**src/jas_pkg.sv**
```systemverilog
package jas_pkg;
    // Register addresses on the serial port
    localparam logic [4:0] CHAN0_CONFIG_ADDR = 5'h06;
    localparam logic [4:0] CHAN0_FIFO_FLAG_ADDR = 5'h07;
    localparam logic [4:0] CHAN1_CONFIG_ADDR = 5'h0E;
    localparam logic [4:0] CHAN1_FIFO_FLAG_ADDR = 5'h0F;
    localparam logic [4:0] CHAN2_CONFIG_ADDR = 5'h16;
    localparam logic [4:0] CHAN2_FIFO_FLAG_ADDR = 5'h17;
    // Config field positions
    localparam int FSS_BIT = 0;
    localparam int CLK_EDGE_BIT = 1;
    localparam int BW_BIT = 2;
    localparam int ATT_DIS_BIT = 3;
    localparam int RATE_BIT = 4;
    localparam int SONET_BIT = 5;
    localparam logic [7:0] CONFIG_MASK = 8'h3F;
    localparam logic [7:0] CONFIG_RESET = 8'h00;
    // Frame layout in serial clock cycles
    localparam logic [4:0] ADDR_LAST_CYCLE = 5'h06;
    localparam logic [4:0] DATA_FIRST_CYCLE = 5'h09;
    localparam logic [4:0] DATA_LAST_CYCLE = 5'h10;
    // Host timing
    localparam int CLK_PERIOD_NS = 100;
    localparam int CS_SETUP_NS = 50;
    localparam int CS_SETUP_CYC = (CS_SETUP_NS + CLK_PERIOD_NS - 1) / CLK_PERIOD_NS;
    localparam int SCLK_HALF_CYC = 4;
    // Host controller register offsets
    localparam logic [7:0] HOST_CMD_OFS = 8'h00;
    localparam logic [7:0] HOST_STAT_OFS = 8'h04;
    localparam logic [7:0] HOST_IRQ_STAT_OFS = 8'h08;
    localparam logic [7:0] HOST_IRQ_MASK_OFS = 8'h0C;
    // Channel address to config register address
    function automatic logic [4:0] chan_addr(input logic [1:0] ch);
        chan_addr = {ch, 3'h6};
    endfunction : chan_addr
endpackage : jas_pkg

```
**src/jas_if.sv**
```systemverilog
interface jas_if;
    logic sclk;
    logic cs_n;
    logic serial_data_in;
    logic sdo_o;
    logic sdo_oe;
    // Device end of the serial port
    modport device (input sclk, input cs_n, input serial_data_in, output sdo_o, output sdo_oe);
    // Host end of the serial port
    modport host (output sclk, output cs_n, output serial_data_in, input sdo_o, input sdo_oe);
endinterface : jas_if

```
**src/jas_host.sv**
```systemverilog
module jas_host import jas_pkg::*; (
    // Clock and reset
    input wire logic aclk,
    input wire logic aresetn,
    // AXI4-Lite slave
    input wire logic [7:0] s_axi_awaddr,
    input wire logic s_axi_awvalid,
    output logic s_axi_awready,
    input wire logic [31:0] s_axi_wdata,
    input wire logic [3:0] s_axi_wstrb,
    input wire logic s_axi_wvalid,
    output logic s_axi_wready,
    output logic [1:0] s_axi_bresp,
    output logic s_axi_bvalid,
    input wire logic s_axi_bready,
    input wire logic [7:0] s_axi_araddr,
    input wire logic s_axi_arvalid,
    output logic s_axi_arready,
    output logic [31:0] s_axi_rdata,
    output logic [1:0] s_axi_rresp,
    output logic s_axi_rvalid,
    input wire logic s_axi_rready,
    // Interrupt
    output logic irq,
    // Serial port
    jas_if.host port
);
    typedef enum logic [3:0] {
        ST_IDLE = 4'b0001,
        ST_SETUP = 4'b0010,
        ST_SHIFT = 4'b0100,
        ST_DONE = 4'b1000
    } state_t;
    state_t st_q;
    logic [1:0] sdo_s;
    logic [15:0] tx_q; // rw, addr, zero, dc, data
    logic [7:0] rx_q;
    logic [4:0] bit_q; // Serial clock cycle index
    logic [2:0] div_q;
    logic sclk_q, cs_n_q;
    logic rw_q;
    logic busy_q;
    logic irq_stat_q, irq_mask_q;
    logic aw_q, w_q;
    logic [7:0] awaddr_q;
    logic [31:0] wdata_q;
    logic start;

    // Sample the device output through two flops
    always_ff @(posedge aclk) begin
        sdo_s <= {sdo_s[0], port.sdo_o};
    end

    // AXI write capture, either channel first
    always_ff @(posedge aclk) begin
        if (!aresetn) begin
            aw_q <= 1'b0;
            w_q <= 1'b0;
            awaddr_q <= 8'h00;
            wdata_q <= 32'h0;
            s_axi_bvalid <= 1'b0;
        end else begin
            if (s_axi_awvalid && s_axi_awready) begin
                aw_q <= 1'b1;
                awaddr_q <= s_axi_awaddr;
            end
            if (s_axi_wvalid && s_axi_wready) begin
                w_q <= 1'b1;
                wdata_q <= s_axi_wdata;
            end
            if (aw_q && w_q && !s_axi_bvalid) begin
                s_axi_bvalid <= 1'b1;
                aw_q <= 1'b0;
                w_q <= 1'b0;
            end else if (s_axi_bvalid && s_axi_bready) begin
                s_axi_bvalid <= 1'b0;
            end
        end
    end
    assign s_axi_awready = !aw_q && !s_axi_bvalid;
    assign s_axi_wready = !w_q && !s_axi_bvalid;
    assign s_axi_bresp = 2'b00;
    assign start = aw_q && w_q && !s_axi_bvalid && awaddr_q == HOST_CMD_OFS && !busy_q;

    // Interrupt status and mask, write one to clear
    always_ff @(posedge aclk) begin
        if (!aresetn) begin
            irq_stat_q <= 1'b0;
            irq_mask_q <= 1'b0;
            irq <= 1'b0;
        end else begin
            if (aw_q && w_q && !s_axi_bvalid && awaddr_q == HOST_IRQ_MASK_OFS) begin
                irq_mask_q <= wdata_q[0];
            end
            if (st_q == ST_DONE) begin
                irq_stat_q <= 1'b1; // Set wins over clear
            end else if (aw_q && w_q && !s_axi_bvalid && awaddr_q == HOST_IRQ_STAT_OFS
                         && wdata_q[0]) begin
                irq_stat_q <= 1'b0;
            end
            irq <= irq_stat_q & irq_mask_q;
        end
    end

    // AXI read path, one cycle latency
    always_ff @(posedge aclk) begin
        if (!aresetn) begin
            s_axi_rvalid <= 1'b0;
            s_axi_rdata <= 32'h0;
        end else if (s_axi_arvalid && s_axi_arready) begin
            s_axi_rvalid <= 1'b1;
            unique case (s_axi_araddr)
                HOST_STAT_OFS: s_axi_rdata <= {23'h0, busy_q, rx_q};
                HOST_IRQ_STAT_OFS: s_axi_rdata <= {31'h0, irq_stat_q};
                HOST_IRQ_MASK_OFS: s_axi_rdata <= {31'h0, irq_mask_q};
                default: s_axi_rdata <= 32'h0;
            endcase
        end else if (s_axi_rvalid && s_axi_rready) begin
            s_axi_rvalid <= 1'b0;
        end
    end
    assign s_axi_arready = !s_axi_rvalid;
    assign s_axi_rresp = 2'b00;

    // Serial frame engine; clock divided from aclk
    always_ff @(posedge aclk) begin
        if (!aresetn) begin
            st_q <= ST_IDLE;
            sclk_q <= 1'b0;
            cs_n_q <= 1'b1;
            div_q <= 3'h0;
            bit_q <= 5'h00;
            tx_q <= 16'h0;
            rx_q <= 8'h00;
            rw_q <= 1'b0;
            busy_q <= 1'b0;
        end else begin
            unique case (st_q)
                ST_IDLE: begin
                    if (start) begin
                        // wdata: [8] read, [4:0] address, [23:16] data
                        rw_q <= wdata_q[8];
                        tx_q <= {wdata_q[23:16], 2'b00, wdata_q[4:0], wdata_q[8]};
                        cs_n_q <= 1'b0;
                        busy_q <= 1'b1;
                        div_q <= 3'h0;
                        bit_q <= 5'h00;
                        st_q <= ST_SETUP;
                    end
                end
                ST_SETUP: begin
                    // Select leads the first clock edge by a full period
                    div_q <= div_q + 3'h1;
                    if (div_q == 3'(SCLK_HALF_CYC - 1)) begin
                        div_q <= 3'h0;
                        st_q <= ST_SHIFT;
                    end
                end
                ST_SHIFT: begin
                    div_q <= div_q + 3'h1;
                    if (div_q == 3'(SCLK_HALF_CYC - 1)) begin
                        div_q <= 3'h0;
                        sclk_q <= ~sclk_q;
                        if (sclk_q) begin
                            // Falling edge: next bit out, LSB first
                            // Plain shift also lines the data up for cycle 9
                            tx_q <= {1'b0, tx_q[15:1]};
                            // Take the bit at the end of its high phase, since
                            // the returned bit lags several clocks behind the edge
                            if (rw_q && bit_q >= DATA_FIRST_CYCLE) begin
                                rx_q <= {sdo_s[1], rx_q[7:1]};
                            end
                            if (bit_q == DATA_LAST_CYCLE) begin
                                st_q <= ST_DONE;
                            end
                        end else begin
                            bit_q <= bit_q + 5'h01;
                        end
                    end
                end
                ST_DONE: begin
                    cs_n_q <= 1'b1;
                    busy_q <= 1'b0;
                    st_q <= ST_IDLE;
                end
                default: st_q <= ST_IDLE;
            endcase
        end
    end
    assign port.sclk = sclk_q;
    assign port.cs_n = cs_n_q;
    // Loaded at select, then changes only on falling edges; bits 7 and 8 are zeros in the frame word
    assign port.serial_data_in = tx_q[0];
endmodule : jas_host

```
**src/flat_wrapper.sv**
```systemverilog
// flat-port wrapper written by rule: the top's interface ports become plain ports
module jas_host_flat import jas_pkg::*;
  (aclk, aresetn, s_axi_awaddr, s_axi_awvalid, s_axi_awready, s_axi_wdata, s_axi_wstrb, s_axi_wvalid, s_axi_wready, s_axi_bresp, s_axi_bvalid, s_axi_bready, s_axi_araddr, s_axi_arvalid, s_axi_arready, s_axi_rdata, s_axi_rresp, s_axi_rvalid, s_axi_rready, irq, port_sclk, port_cs_n, port_serial_data_in, port_sdo_o, port_sdo_oe);
  jas_if port_i ();
  input wire logic aclk;
  input wire logic aresetn;
  input wire logic [7:0] s_axi_awaddr;
  input wire logic s_axi_awvalid;
  output logic s_axi_awready;
  input wire logic [31:0] s_axi_wdata;
  input wire logic [3:0] s_axi_wstrb;
  input wire logic s_axi_wvalid;
  output logic s_axi_wready;
  output logic [1:0] s_axi_bresp;
  output logic s_axi_bvalid;
  input wire logic s_axi_bready;
  input wire logic [7:0] s_axi_araddr;
  input wire logic s_axi_arvalid;
  output logic s_axi_arready;
  output logic [31:0] s_axi_rdata;
  output logic [1:0] s_axi_rresp;
  output logic s_axi_rvalid;
  input wire logic s_axi_rready;
  output logic irq;
  output wire logic [$bits(port_i.sclk)-1:0] port_sclk;
  output wire logic [$bits(port_i.cs_n)-1:0] port_cs_n;
  output wire logic [$bits(port_i.serial_data_in)-1:0] port_serial_data_in;
  input wire logic [$bits(port_i.sdo_o)-1:0] port_sdo_o;
  input wire logic [$bits(port_i.sdo_oe)-1:0] port_sdo_oe;
  assign port_sclk = port_i.sclk;
  assign port_cs_n = port_i.cs_n;
  assign port_serial_data_in = port_i.serial_data_in;
  assign port_i.sdo_o = port_sdo_o;
  assign port_i.sdo_oe = port_sdo_oe;
  jas_host u_core (.aclk(aclk), .aresetn(aresetn), .s_axi_awaddr(s_axi_awaddr), .s_axi_awvalid(s_axi_awvalid), .s_axi_awready(s_axi_awready), .s_axi_wdata(s_axi_wdata), .s_axi_wstrb(s_axi_wstrb), .s_axi_wvalid(s_axi_wvalid), .s_axi_wready(s_axi_wready), .s_axi_bresp(s_axi_bresp), .s_axi_bvalid(s_axi_bvalid), .s_axi_bready(s_axi_bready), .s_axi_araddr(s_axi_araddr), .s_axi_arvalid(s_axi_arvalid), .s_axi_arready(s_axi_arready), .s_axi_rdata(s_axi_rdata), .s_axi_rresp(s_axi_rresp), .s_axi_rvalid(s_axi_rvalid), .s_axi_rready(s_axi_rready), .irq(irq), .port(port_i));
endmodule
```
**config.mk**
```make
export PLATFORM = sky130hd
export DESIGN_NAME = jas_host_flat
export DESIGN_NICKNAME = d
export VERILOG_FILES = /design/src/jas_pkg.sv /design/src/jas_if.sv /design/src/jas_host.sv /design/src/flat_wrapper.sv
export SDC_FILE = /design/constraint.sdc
export NUM_CORES = 1
export LEC_CHECK = 0
export ABC_AREA = 1
export BUFFER_PORTS_ARGS = -buffer_cell sky130_fd_sc_hd__buf_2
export CORE_AREA = 2 2 91 85
export CTS_CLUSTER_DIAMETER = 200
export DETAILED_ROUTE_END_ITERATION = 10
export DIE_AREA = 0 0 93 87
export PLACE_DENSITY = 0.93
export SLEW_MARGIN = 10
export SYNTH_ARGS = -nofsm -noshare
export SYNTH_HDL_FRONTEND = slang
export SYNTH_SLANG_ARGS = --single-unit
```
**constraint.sdc**
```tcl
create_clock -name aclk -period 4.2 [get_ports aclk]
set_input_delay 0.21 -clock aclk [delete_from_list [all_inputs] [get_ports aclk]]
set_output_delay 0.21 -clock aclk [all_outputs]
set_load 0.005 [all_outputs]
```
==> out/qor.txt, run 1 <==
Congestion Overflow GR: 0
Total Routing Usage GR: 20.3%
Comb power frac: 14.1%
Sequential-to-total area share from yosys stat: 41.8%
Worst-path fanout max: 58
Synth Instances: 522
Worst path bufs/invs: 2
Hold WC Path Type: in -> reg
Sinks on Clock Net: 80
Final Setup Violations: 0
Post-Syn Area: 0.00383 mm2
DP Area: 0.00399 mm2
Vias in the first global route: 3192
Actual slew at the worst max-slew pin: 909 ps
FF-to-FF Start: u_core.st_q[1]
Number of remaining DRC errors: 0
# Max-Cap Violations: 0
Net Sw Frac: 28.1%
Relative slew margins: 39.4%
CTS buffer count: 9
CTS resizes: 0
Worst Skew: 6.48 ps
Syn avg cell area: 7.34 um2
Yosys cell types: 34
Max Clk Rate: 535 MHz
Synth async-reset ratio: 0%
Final Power: 1.56 mW
Core ar.: 0.00721 mm2
R2R Setup Slk: 2470 ps
Inst Count DP: 652
Met1 WL: 3.19 mm
Setup_tns: 0 ps
CP cell instances: buf_2 > clkinv_1 > nor2_1 > a21boi_1
Period Utilization, post-route: 44.5%
CP delay by family, top: buffers and inverters
DRT iter0 DRCs: 150
Most common cell after layout, fill and taps aside: nor2_1
Slew Limit Fails: 0
Via count: 3360
Met3 WL: 366 um
Die Width: 93 um
CTS HTree Levels: 3
I/O pins: 106
Hold Crit Start: s_axi_awaddr[0]
Leakage power: 2.00 nW
Crit path capture type: register
Final WS setup: 2330 ps
Met2 Wirelength: 4.06 mm
Root buf cell: clkbuf_8
Initial Utilization: 53.1%
Status: completed
Post-CTS setup repair buffer count: 0
Critical path data required time: 4480 ps
Pint: 1.12 mW
Clock power frac: 32.9%
Top Layer Used: met4
Nets: 633
Fin. Hold Viols: 0
Row count: 30
Final Core Density: 57.9%
Number of flops mapped to enable cells by yosys: 0
Worst slack, placed: 2000 ps
Maximum VDD drop: 0.201 mV
Worst Hold End: u_core.awaddr_q[0]
Critical R2R Capture: u_core.tx_q[8]
Commonest cells after routing, fill and taps aside: nor2_1 (100), nand2_1 (81), dfxtp_1 (80)
Drt pass-1 iters: 4
Worst Setup Start Kind: primary input
Port Buffer Count: 55
Seq pwr share: 53.1%
Hold depth: 3
Fin area: 0.00417 mm2
Die Ht: 87 um
Non-Filler Instances: 669
Largest net degree at the start of global routing: 59
# diodes: 0
Drt via density: 5.02
Post-Route WL: 7.83 mm
Critical path class: in -> reg
Clock slew seen by the registers of the worst setup and hold paths: 80 ps
P&R area growth vs syn: 8.92%
Main flop type after synthesis: dfxtp_1
CTS tree: built
RSZ-0062 raised after global routing: no
Routed Antenna Nets: 0
Die footprint: 0.00809 mm2
Hold_ws: 106 ps
Minimum clock period: 1870 ps
P per Cell Area: 374 mW/mm2
Clock buffer depth: 2
Switch Pwr: 438 uW
Arr. time, crit path: 2150 ps
Latest clock arrival within the worst-skew pair: 350 ps
Synth warnings: 0
Share of post-route cells with drive strength above 1: 19.2%
CP peak stage delay: 770 ps
Placer Congestion: 0.778
Critical path's slowest cell: clkinv_1
Drt wl/cell: 11.7 um
Global-route wire length before repair: 13.4 mm
R2R depth: 8
Synth Register Bits: 80
Post-DP HPWL: 5.39 mm
Initial antenna violation count: 0
## Yosys cell counts (6+ instances only)
cell type / n / area, um2
nand2_1: 81 / 304
nor2_1: 100 / 375
dfxtp_1: 80 / 1600
nor2_2: 14 / 87.6
inv_1: 41 / 154
o21ai_0: 43 / 215
a21oi_1: 27 / 135
nand4_1: 7 / 43.8
buf_4: 28 / 210
nand3_2: 7 / 70.1
clkbuf_1: 6 / 22.5
nand3_1: 34 / 170
buf_6: 7 / 78.8
## worst max path at each step
stage,end,slack [ps],startpoint,cells past startpoint
2_1_floorplan,u_core.tx_q[10],2810,u_core.div_q[0],11
3_3_place_gp,u_core.busy_q,2090,aresetn,4
3_5_place_dp,u_core.busy_q,2000,aresetn,4
4_1_cts,u_core.busy_q,2370,aresetn,4
5_1_grt,u_core.busy_q,2070,aresetn,4
6_report,u_core.busy_q,2330,aresetn,4
## worst register-to-register path: cells and delay by family (launching register included)
kind,cells,cell delay (ps)
buf+inv,2,270
simple gates,6,970
flops,1,370
## metal layers
layer  vias up  GRT usage [%]
met5         -              0
met4         0           10.7
met3        21           3.64
met2        89           36.2
met1      1554           23.1
li1       1696              -
## logic make-up (layout without fill, tap and decap cells)
family,count (synthesis),count (layout),synth area share [%]
AND/OR/NAND/NOR,261,261,32.3
buffers and inverters,97,122,13.8
flip-flops,80,80,41.8
AO/OA/AOI/OAI,79,79,10.7
adder cells (fa/ha/maj),4,4,1.31
other,1,27,0.0979
## power groups by stage
stage                     Combinational, mW  Clock [mW]  Sequential (mW)
after floorplan                       0.181           0            0.838
after global placement                0.205           0            0.842
after detailed placement              0.214           0            0.844
after CTS                             0.219       0.518            0.827
after global routing                  0.251       0.549            0.832
final                                 0.219       0.513            0.828
## cell type report
type	count	area, um2
multi-input cells	371	1800
flip-flops and latches	80	1600
fillers	628	3040
well taps	96	120
clock inverters	2	13.8
repair buffers	56	285
clock buffers	14	163
inverters	50	191
## flip-flops by register name, summed over array words and instances (netlist names), 3 cells and up
register	flops
u_core.bit_q	5
u_core.st_q	4
u_core.rx_q	8
u_core.wdata_q	14
u_core.div_q	3
u_core.awaddr_q	8
u_core.s_axi_rdata	9
u_core.tx_q	16
## repair_timing
| action | CTS | global route |
|---|---|---|
| hold endpoints to repair | 1 | 0 |
| hold buffers | 1 | 0 |
| endpoints found under the setup margin | 0 | 0 |
Note: power is estimated with default switching activity, not from simulation.
==> inputs of run 2 (changes only) <==
--- a/config.mk
+++ b/config.mk
@@ -7,11 +7,11 @@
 export LEC_CHECK = 0
 export ABC_AREA = 1
 export BUFFER_PORTS_ARGS = -buffer_cell sky130_fd_sc_hd__buf_2
-export CORE_AREA = 2 2 91 85
+export CORE_AREA = 2 2 99 91
 export CTS_CLUSTER_DIAMETER = 200
 export DETAILED_ROUTE_END_ITERATION = 10
-export DIE_AREA = 0 0 93 87
-export PLACE_DENSITY = 0.93
+export DIE_AREA = 0 0 101 93
+export PLACE_DENSITY = 0.85
 export SLEW_MARGIN = 10
 export SYNTH_ARGS = -nofsm -noshare
 export SYNTH_HDL_FRONTEND = slang
==> constraint.sdc (replaced) <==
create_clock -name aclk -period 1.65 [get_ports aclk]
set_input_delay 0.0825 -clock aclk [delete_from_list [all_inputs] [get_ports aclk]]
set_output_delay 0.0825 -clock aclk [all_outputs]
set_load 0.005 [all_outputs]
==> run 2 against run 1 <==
  * Routed wire length increased by 4.1%
  * Clock skew rose by 4.0 ps
  * Worst hold slack worse by 100 ps
  * Final area grew 6.2%
  * Register-to-register slack worse by 2300 ps
  * Die area grew 16%
  * Sequential share of layout area fell by 2.2 points
  * Count of clock-buffer cells in the layout shrank 5
  * Non-clock buffer count rose by 21
  * Combinational power rose to 2.8 times the previous value
  * Clock power rose to 3.1 times the previous value
  * First-iteration DRC count decreased by 2.0%
  * Critical path type is now reg -> reg
  * Largest cell class unchanged
  * Largest power group unchanged
  * Highest routed layer unchanged
==> out/qor.txt, run 2 (same netlist as run 1, synthesis figures left out) <==
Fin. Hold Viols: 0
Initial Utilization: 45.6%
Post-DP HPWL: 5.39 mm
Row count: 32
Critical path's slowest cell: dfxtp_1
Placer Congestion: 0.756
Routed Antenna Nets: 0
Minimum clock period: 1510 ps
Total Routing Usage GR: 18.2%
Root buf cell: clkbuf_8
Critical path data required time: 1940 ps
Drt pass-1 iters: 4
Drt via density: 4.90
Hold_ws: 3.15 ps
Share of post-route cells with drive strength above 1: 20.9%
Die Ht: 93 um
Final Setup Violations: 0
Relative slew margins: 58.9%
Core ar.: 0.00841 mm2
Critical path class: reg -> reg
I/O pins: 106
Period Utilization, post-route: 91.7%
CP peak stage delay: 350 ps
Max reg flops: 16
Clock slew seen by the registers of the worst setup and hold paths: 80 ps
Worst path bufs/invs: 3
# fillers: 764
Arr. time, crit path: 1810 ps
CP delay by family, top: simple AND/OR/NAND/NOR gates
Sinks on Clock Net: 80
RSZ-0062 raised after global routing: yes
Number of remaining DRC errors: 0
CTS HTree Levels: 3
Drt wl/cell: 11.7 um
Status: completed
Latest clock arrival within the worst-skew pair: 360 ps
Slew Limit Fails: 0
Largest regs: u_core.tx_q (16), u_core.wdata_q (14), u_core.s_axi_rdata (9)
Leakage power: 2.10 nW
DP Area: 0.00404 mm2
Vias in the first global route: 3204
CTS buffer count: 9
Worst Setup Start Kind: register
Worst-path fanout max: 14
Global-route wire length before repair: 13.8 mm
Commonest cells after routing, fill and taps aside: nor2_1 (99), nand2_1 (80), dfxtp_1 (79)
Via count: 3410
Maximum VDD drop: 0.557 mV
CP cell instances: ha_2 > nand2_2 > inv_2 > nand2_2 > nor2_8 > inv_4 > buf_6 > nand3_1 > nand2_1 > nor2_2
Critical Path Most Common Cell: nand2_2
Most common cell after layout, fill and taps aside: nor2_1
# Max-Cap Violations: 0
Final Power: 4.29 mW
Clock buffer depth: 2
Worst Skew: 10.5 ps
Die footprint: 0.00939 mm2
DRT iter0 DRCs: 147
Reg with most FFs: u_core.tx_q
Crit path capture type: register
Initial antenna violation count: 0
Port Buffer Count: 55
Nets: 654
Post-Route WL: 8.16 mm
Die Width: 101 um
CTS tree: built
P per Cell Area: 968 mW/mm2
Largest net degree at the start of global routing: 58
P&R area growth vs syn: 15.7%
# diodes: 0
Max Clk Rate: 661 MHz
Fin area: 0.00443 mm2
Actual slew at the worst max-slew pin: 613 ps
Hold WC Path Type: in -> reg
Congestion Overflow GR: 0
[run 2: worst min-delay path, cell delays in order]
cell,delay [ps]
buf_2,70
o21ai_0,80
nor2_1,90
[run 2: final cells by class]
cell class	count	area [um2]	share of cell area [%]
clock inverter	7	95.1	2.15
tap	102	128	2.88
inverter	50	191	4.32
timing repair buffer	77	485	11.0
sequential	80	1600	36.2
multi-input combinational	371	1800	40.7
clock buffer	9	124	2.80
[run 2: repair_timing]
action	in CTS	in global routing
endpoints found under the hold margin	15	0
endpoints found under the setup margin	0	20
buffers inserted	0	1
hold buffers	15	0
gates resized for setup	0	6
[run 2: worst paths after layout]
| check | cells after the start | endpoint | slack [ps] | startpoint |
|---|---|---|---|---|
| hold / removal | 3 | u_core.awaddr_q[4] | 3 | s_axi_awaddr[4] |
| setup / recovery | 10 | u_core.tx_q[2] | 140 | u_core.div_q[1] |
| setup reg to reg | 10 | u_core.tx_q[2] | 140 | u_core.div_q[1] |
| hold reg to reg | 0 | u_core.sdo_s[1] | 330 | u_core.sdo_s[0] |
[run 2: per-stage QoR]
stage	util [%]	TNS [ps]	setup slack, ps	instances
finish	52.7	0	136	696
global route	52.7	-3.50	-2.50	696
CTS	52.4	0	56.8	695
detailed placement	48.0	0	91.7	664
global placement	48.0	0	167	664
floorplan	-	0	257	548
[run 2: where the power goes]
part | internal [mW] | total [mW] | switching [mW]
combinational | 0.221 | 0.606 | 0.385
clock | 0.854 | 1.58 | 0.722
sequential | 2.03 | 2.10 | 0.0724
total | 3.11 | 4.29 | 1.18
[run 2: per-layer routing]
metal / GRT usage [%] / share of wire [%]
met1: 21.1 / 43
met2: 32.5 / 51
met3: 2.91 / 3.1
met4: 8.45 / 2.5
met5: 0 / 0
==> inputs of run 3 (changes only) <==
--- a/config.mk
+++ b/config.mk
@@ -6,12 +6,12 @@
 export NUM_CORES = 1
 export LEC_CHECK = 0
 export ABC_AREA = 1
-export BUFFER_PORTS_ARGS = -buffer_cell sky130_fd_sc_hd__buf_2
-export CORE_AREA = 2 2 99 91
+export CORE_AREA = 2 2 91 85
 export CTS_CLUSTER_DIAMETER = 200
 export DETAILED_ROUTE_END_ITERATION = 10
-export DIE_AREA = 0 0 101 93
-export PLACE_DENSITY = 0.85
+export DIE_AREA = 0 0 93 87
+export DONT_BUFFER_PORTS = 1
+export PLACE_DENSITY = 0.83
 export SLEW_MARGIN = 10
 export SYNTH_ARGS = -nofsm -noshare
 export SYNTH_HDL_FRONTEND = slang
==> run 3 against run 2 <==
  * First-iteration DRC count rose by 14%
  * Die area is 14% lower
  * Sequential cell count stayed put
  * Sequential share of layout area grew 1.5 points
  * Count of clock-buffer cells in the layout up 2
==> out/qor.txt, run 3 (same netlist as run 1, synthesis figures left out) <==
Status: completed
Worst Skew: 10.3 ps
Reg with most FFs: u_core.tx_q
Congestion Overflow GR: 0
Die Width: 93 um
# diodes: 0
Fin area: 0.00425 mm2
I/O pins: 106
Crit path capture type: register
Core ar.: 0.00721 mm2
Worst path bufs/invs: 3
Latest clock arrival within the worst-skew pair: 340 ps
Period Utilization, post-route: 94.0%
Comb power frac: 13.1%
Net Sw Frac: 26.7%
Total Routing Usage GR: 20.8%
Initial Utilization: 53.1%
Minimum clock period: 1550 ps
Most common cell after layout, fill and taps aside: nor2_1
DP Area: 0.00376 mm2
Share of post-route cells with drive strength above 1: 12.2%
Commonest cells after routing, fill and taps aside: nor2_1 (100), nand2_1 (81), dfxtp_1 (78)
Critical path's slowest cell: dfxtp_2
Hold depth: 2
Critical R2R Capture: u_core.tx_q[12]
Routed Antenna Nets: 0
Drt pass-1 iters: 4
Drt wl/cell: 12.3 um
R2R depth: 10
Hold WC Path Type: in -> reg
Final Core Density: 59.0%
Pint: 3.08 mW
Fin. Hold Viols: 0
Post-CTS setup repair buffer count: 0
Nets: 610
Die Ht: 87 um
GR Util met2: 34.8%
Final Setup Violations: 0
RSZ-0062 raised after global routing: no
Number of remaining DRC errors: 0
Sinks on Clock Net: 80
Seq pwr share: 50.1%
DRT iter0 DRCs: 167
Drt via density: 5.04
Critical path class: reg -> reg
Hold_ws: 44.5 ps
FF-to-FF Start: u_core.div_q[0]
Worst Hold End: u_core.st_q[0]
CTS HTree Levels: 3
CTS tree: built
Worst Setup Start Kind: register
Slew Limit Fails: 0
Maximum VDD drop: 0.805 mV
Root buf cell: clkbuf_8
CP peak stage delay: 360 ps
Global-route wire length before repair: 13.6 mm
Setup_tns: 0 ps
P per Cell Area: 989 mW/mm2
CTS buffer count: 9
Critical path data required time: 1930 ps
Max reg flops: 16
Switch Pwr: 1.12 mW
Largest regs: u_core.tx_q (16), u_core.wdata_q (14), u_core.s_axi_rdata (9)
Clock power frac: 36.8%
# Max-Cap Violations: 0
Initial antenna violation count: 0
Largest net degree at the start of global routing: 59
Post-Route WL: 7.93 mm
Vias in the first global route: 3024
GRT busiest layer: met2
Port Buffer Count: 0
Die footprint: 0.00809 mm2
CP delay by family, top: simple AND/OR/NAND/NOR gates
Clock slew seen by the registers of the worst setup and hold paths: 80 ps
CP cell instances: ha_2 > nand2_2 > inv_2 > nand2_2 > nor2_8 > inv_4 > buf_4 > nand3_2 > nand2_1 > nor2_1
Max Clk Rate: 645 MHz
Met3 Track Usage GR: 5.54%
Via count: 3258
P&R area growth vs syn: 11.0%
Leakage power: 1.92 nW
Clock buffer depth: 2
Worst-path fanout max: 9
Critical Path Most Common Cell: nand2_2
Post-DP HPWL: 5.13 mm
Hold Crit Start: aresetn
Placer Congestion: 0.776
Arr. time, crit path: 1830 ps
Row count: 30
GR Layer Usage met1: 25.0%
R2R Setup Slk: 100 ps
==> run 3: cell type report <==
cell class,instances,area (um2)
Timing Repair Buffer,33,323
Tap cell,96,120
Sequential cell,80,1600
Inverter,50,194
Fill cell,606,2950
Multi-Input combinational cell,371,1800
Clock buffer,11,131
Clock inverter,5,81.3
==> run 3: how the worst max path moves through the flow <==
stage               startpoint  cells past startpoint  slack [ps]         endpoint
2_1_floorplan  u_core.div_q[0]                     11         260  u_core.tx_q[10]
3_3_place_gp   u_core.div_q[0]                     10         140   u_core.tx_q[8]
3_5_place_dp   u_core.div_q[0]                     10         110   u_core.tx_q[0]
4_1_cts        u_core.div_q[0]                     10         100   u_core.tx_q[0]
5_1_grt        u_core.bit_q[0]                      8           5   u_core.rx_q[4]
6_report       u_core.div_q[0]                     10         100  u_core.tx_q[12]
==> run 3: power groups by stage <==
stage	Sequential, mW	Clock, mW	Combinational (mW)
3_3_place_gp	2.15	0	0.452
6_report	2.11	1.55	0.552
5_1_grt	2.12	1.65	0.628
3_5_place_dp	2.15	0	0.470
2_1_floorplan	2.13	0	0.461
4_1_cts	2.11	1.58	0.542
==> run 3: through the flow <==
step	setup slack (ps)	instances	total power, mW
3_5_place_dp	105	604	2.62
6_report	99.5	646	4.21
2_1_floorplan	257	548	2.60
4_1_cts	96.1	646	4.22
3_3_place_gp	145	604	2.60
5_1_grt	5.22	646	4.40
==> run 3: repair_timing <==
item                                   in CTS  in global routing
hold buffers                               26                  0
setup endpoints to repair                   0                 17
endpoints found under the hold margin      65                  0
gates resized for setup                     0                  5
==> run 3: worst register-to-register path, delay by kind of cell (launching register included) <==
family,cells,cell delay (ps)
DFF,1,360
adders and majority gates,1,190
buffers and inverters,3,360
and+or+nand+nor,6,590
==> run 3: metal layers <==
| layer | vias up | routed length (um) |
|---|---|---|
| met1 | 1478 | 3490 |
| li1 | 1651 | - |
| met3 | 18 | 468 |
| met4 | 0 | 189 |
| met5 | - | 0 |
| met2 | 111 | 3780 |
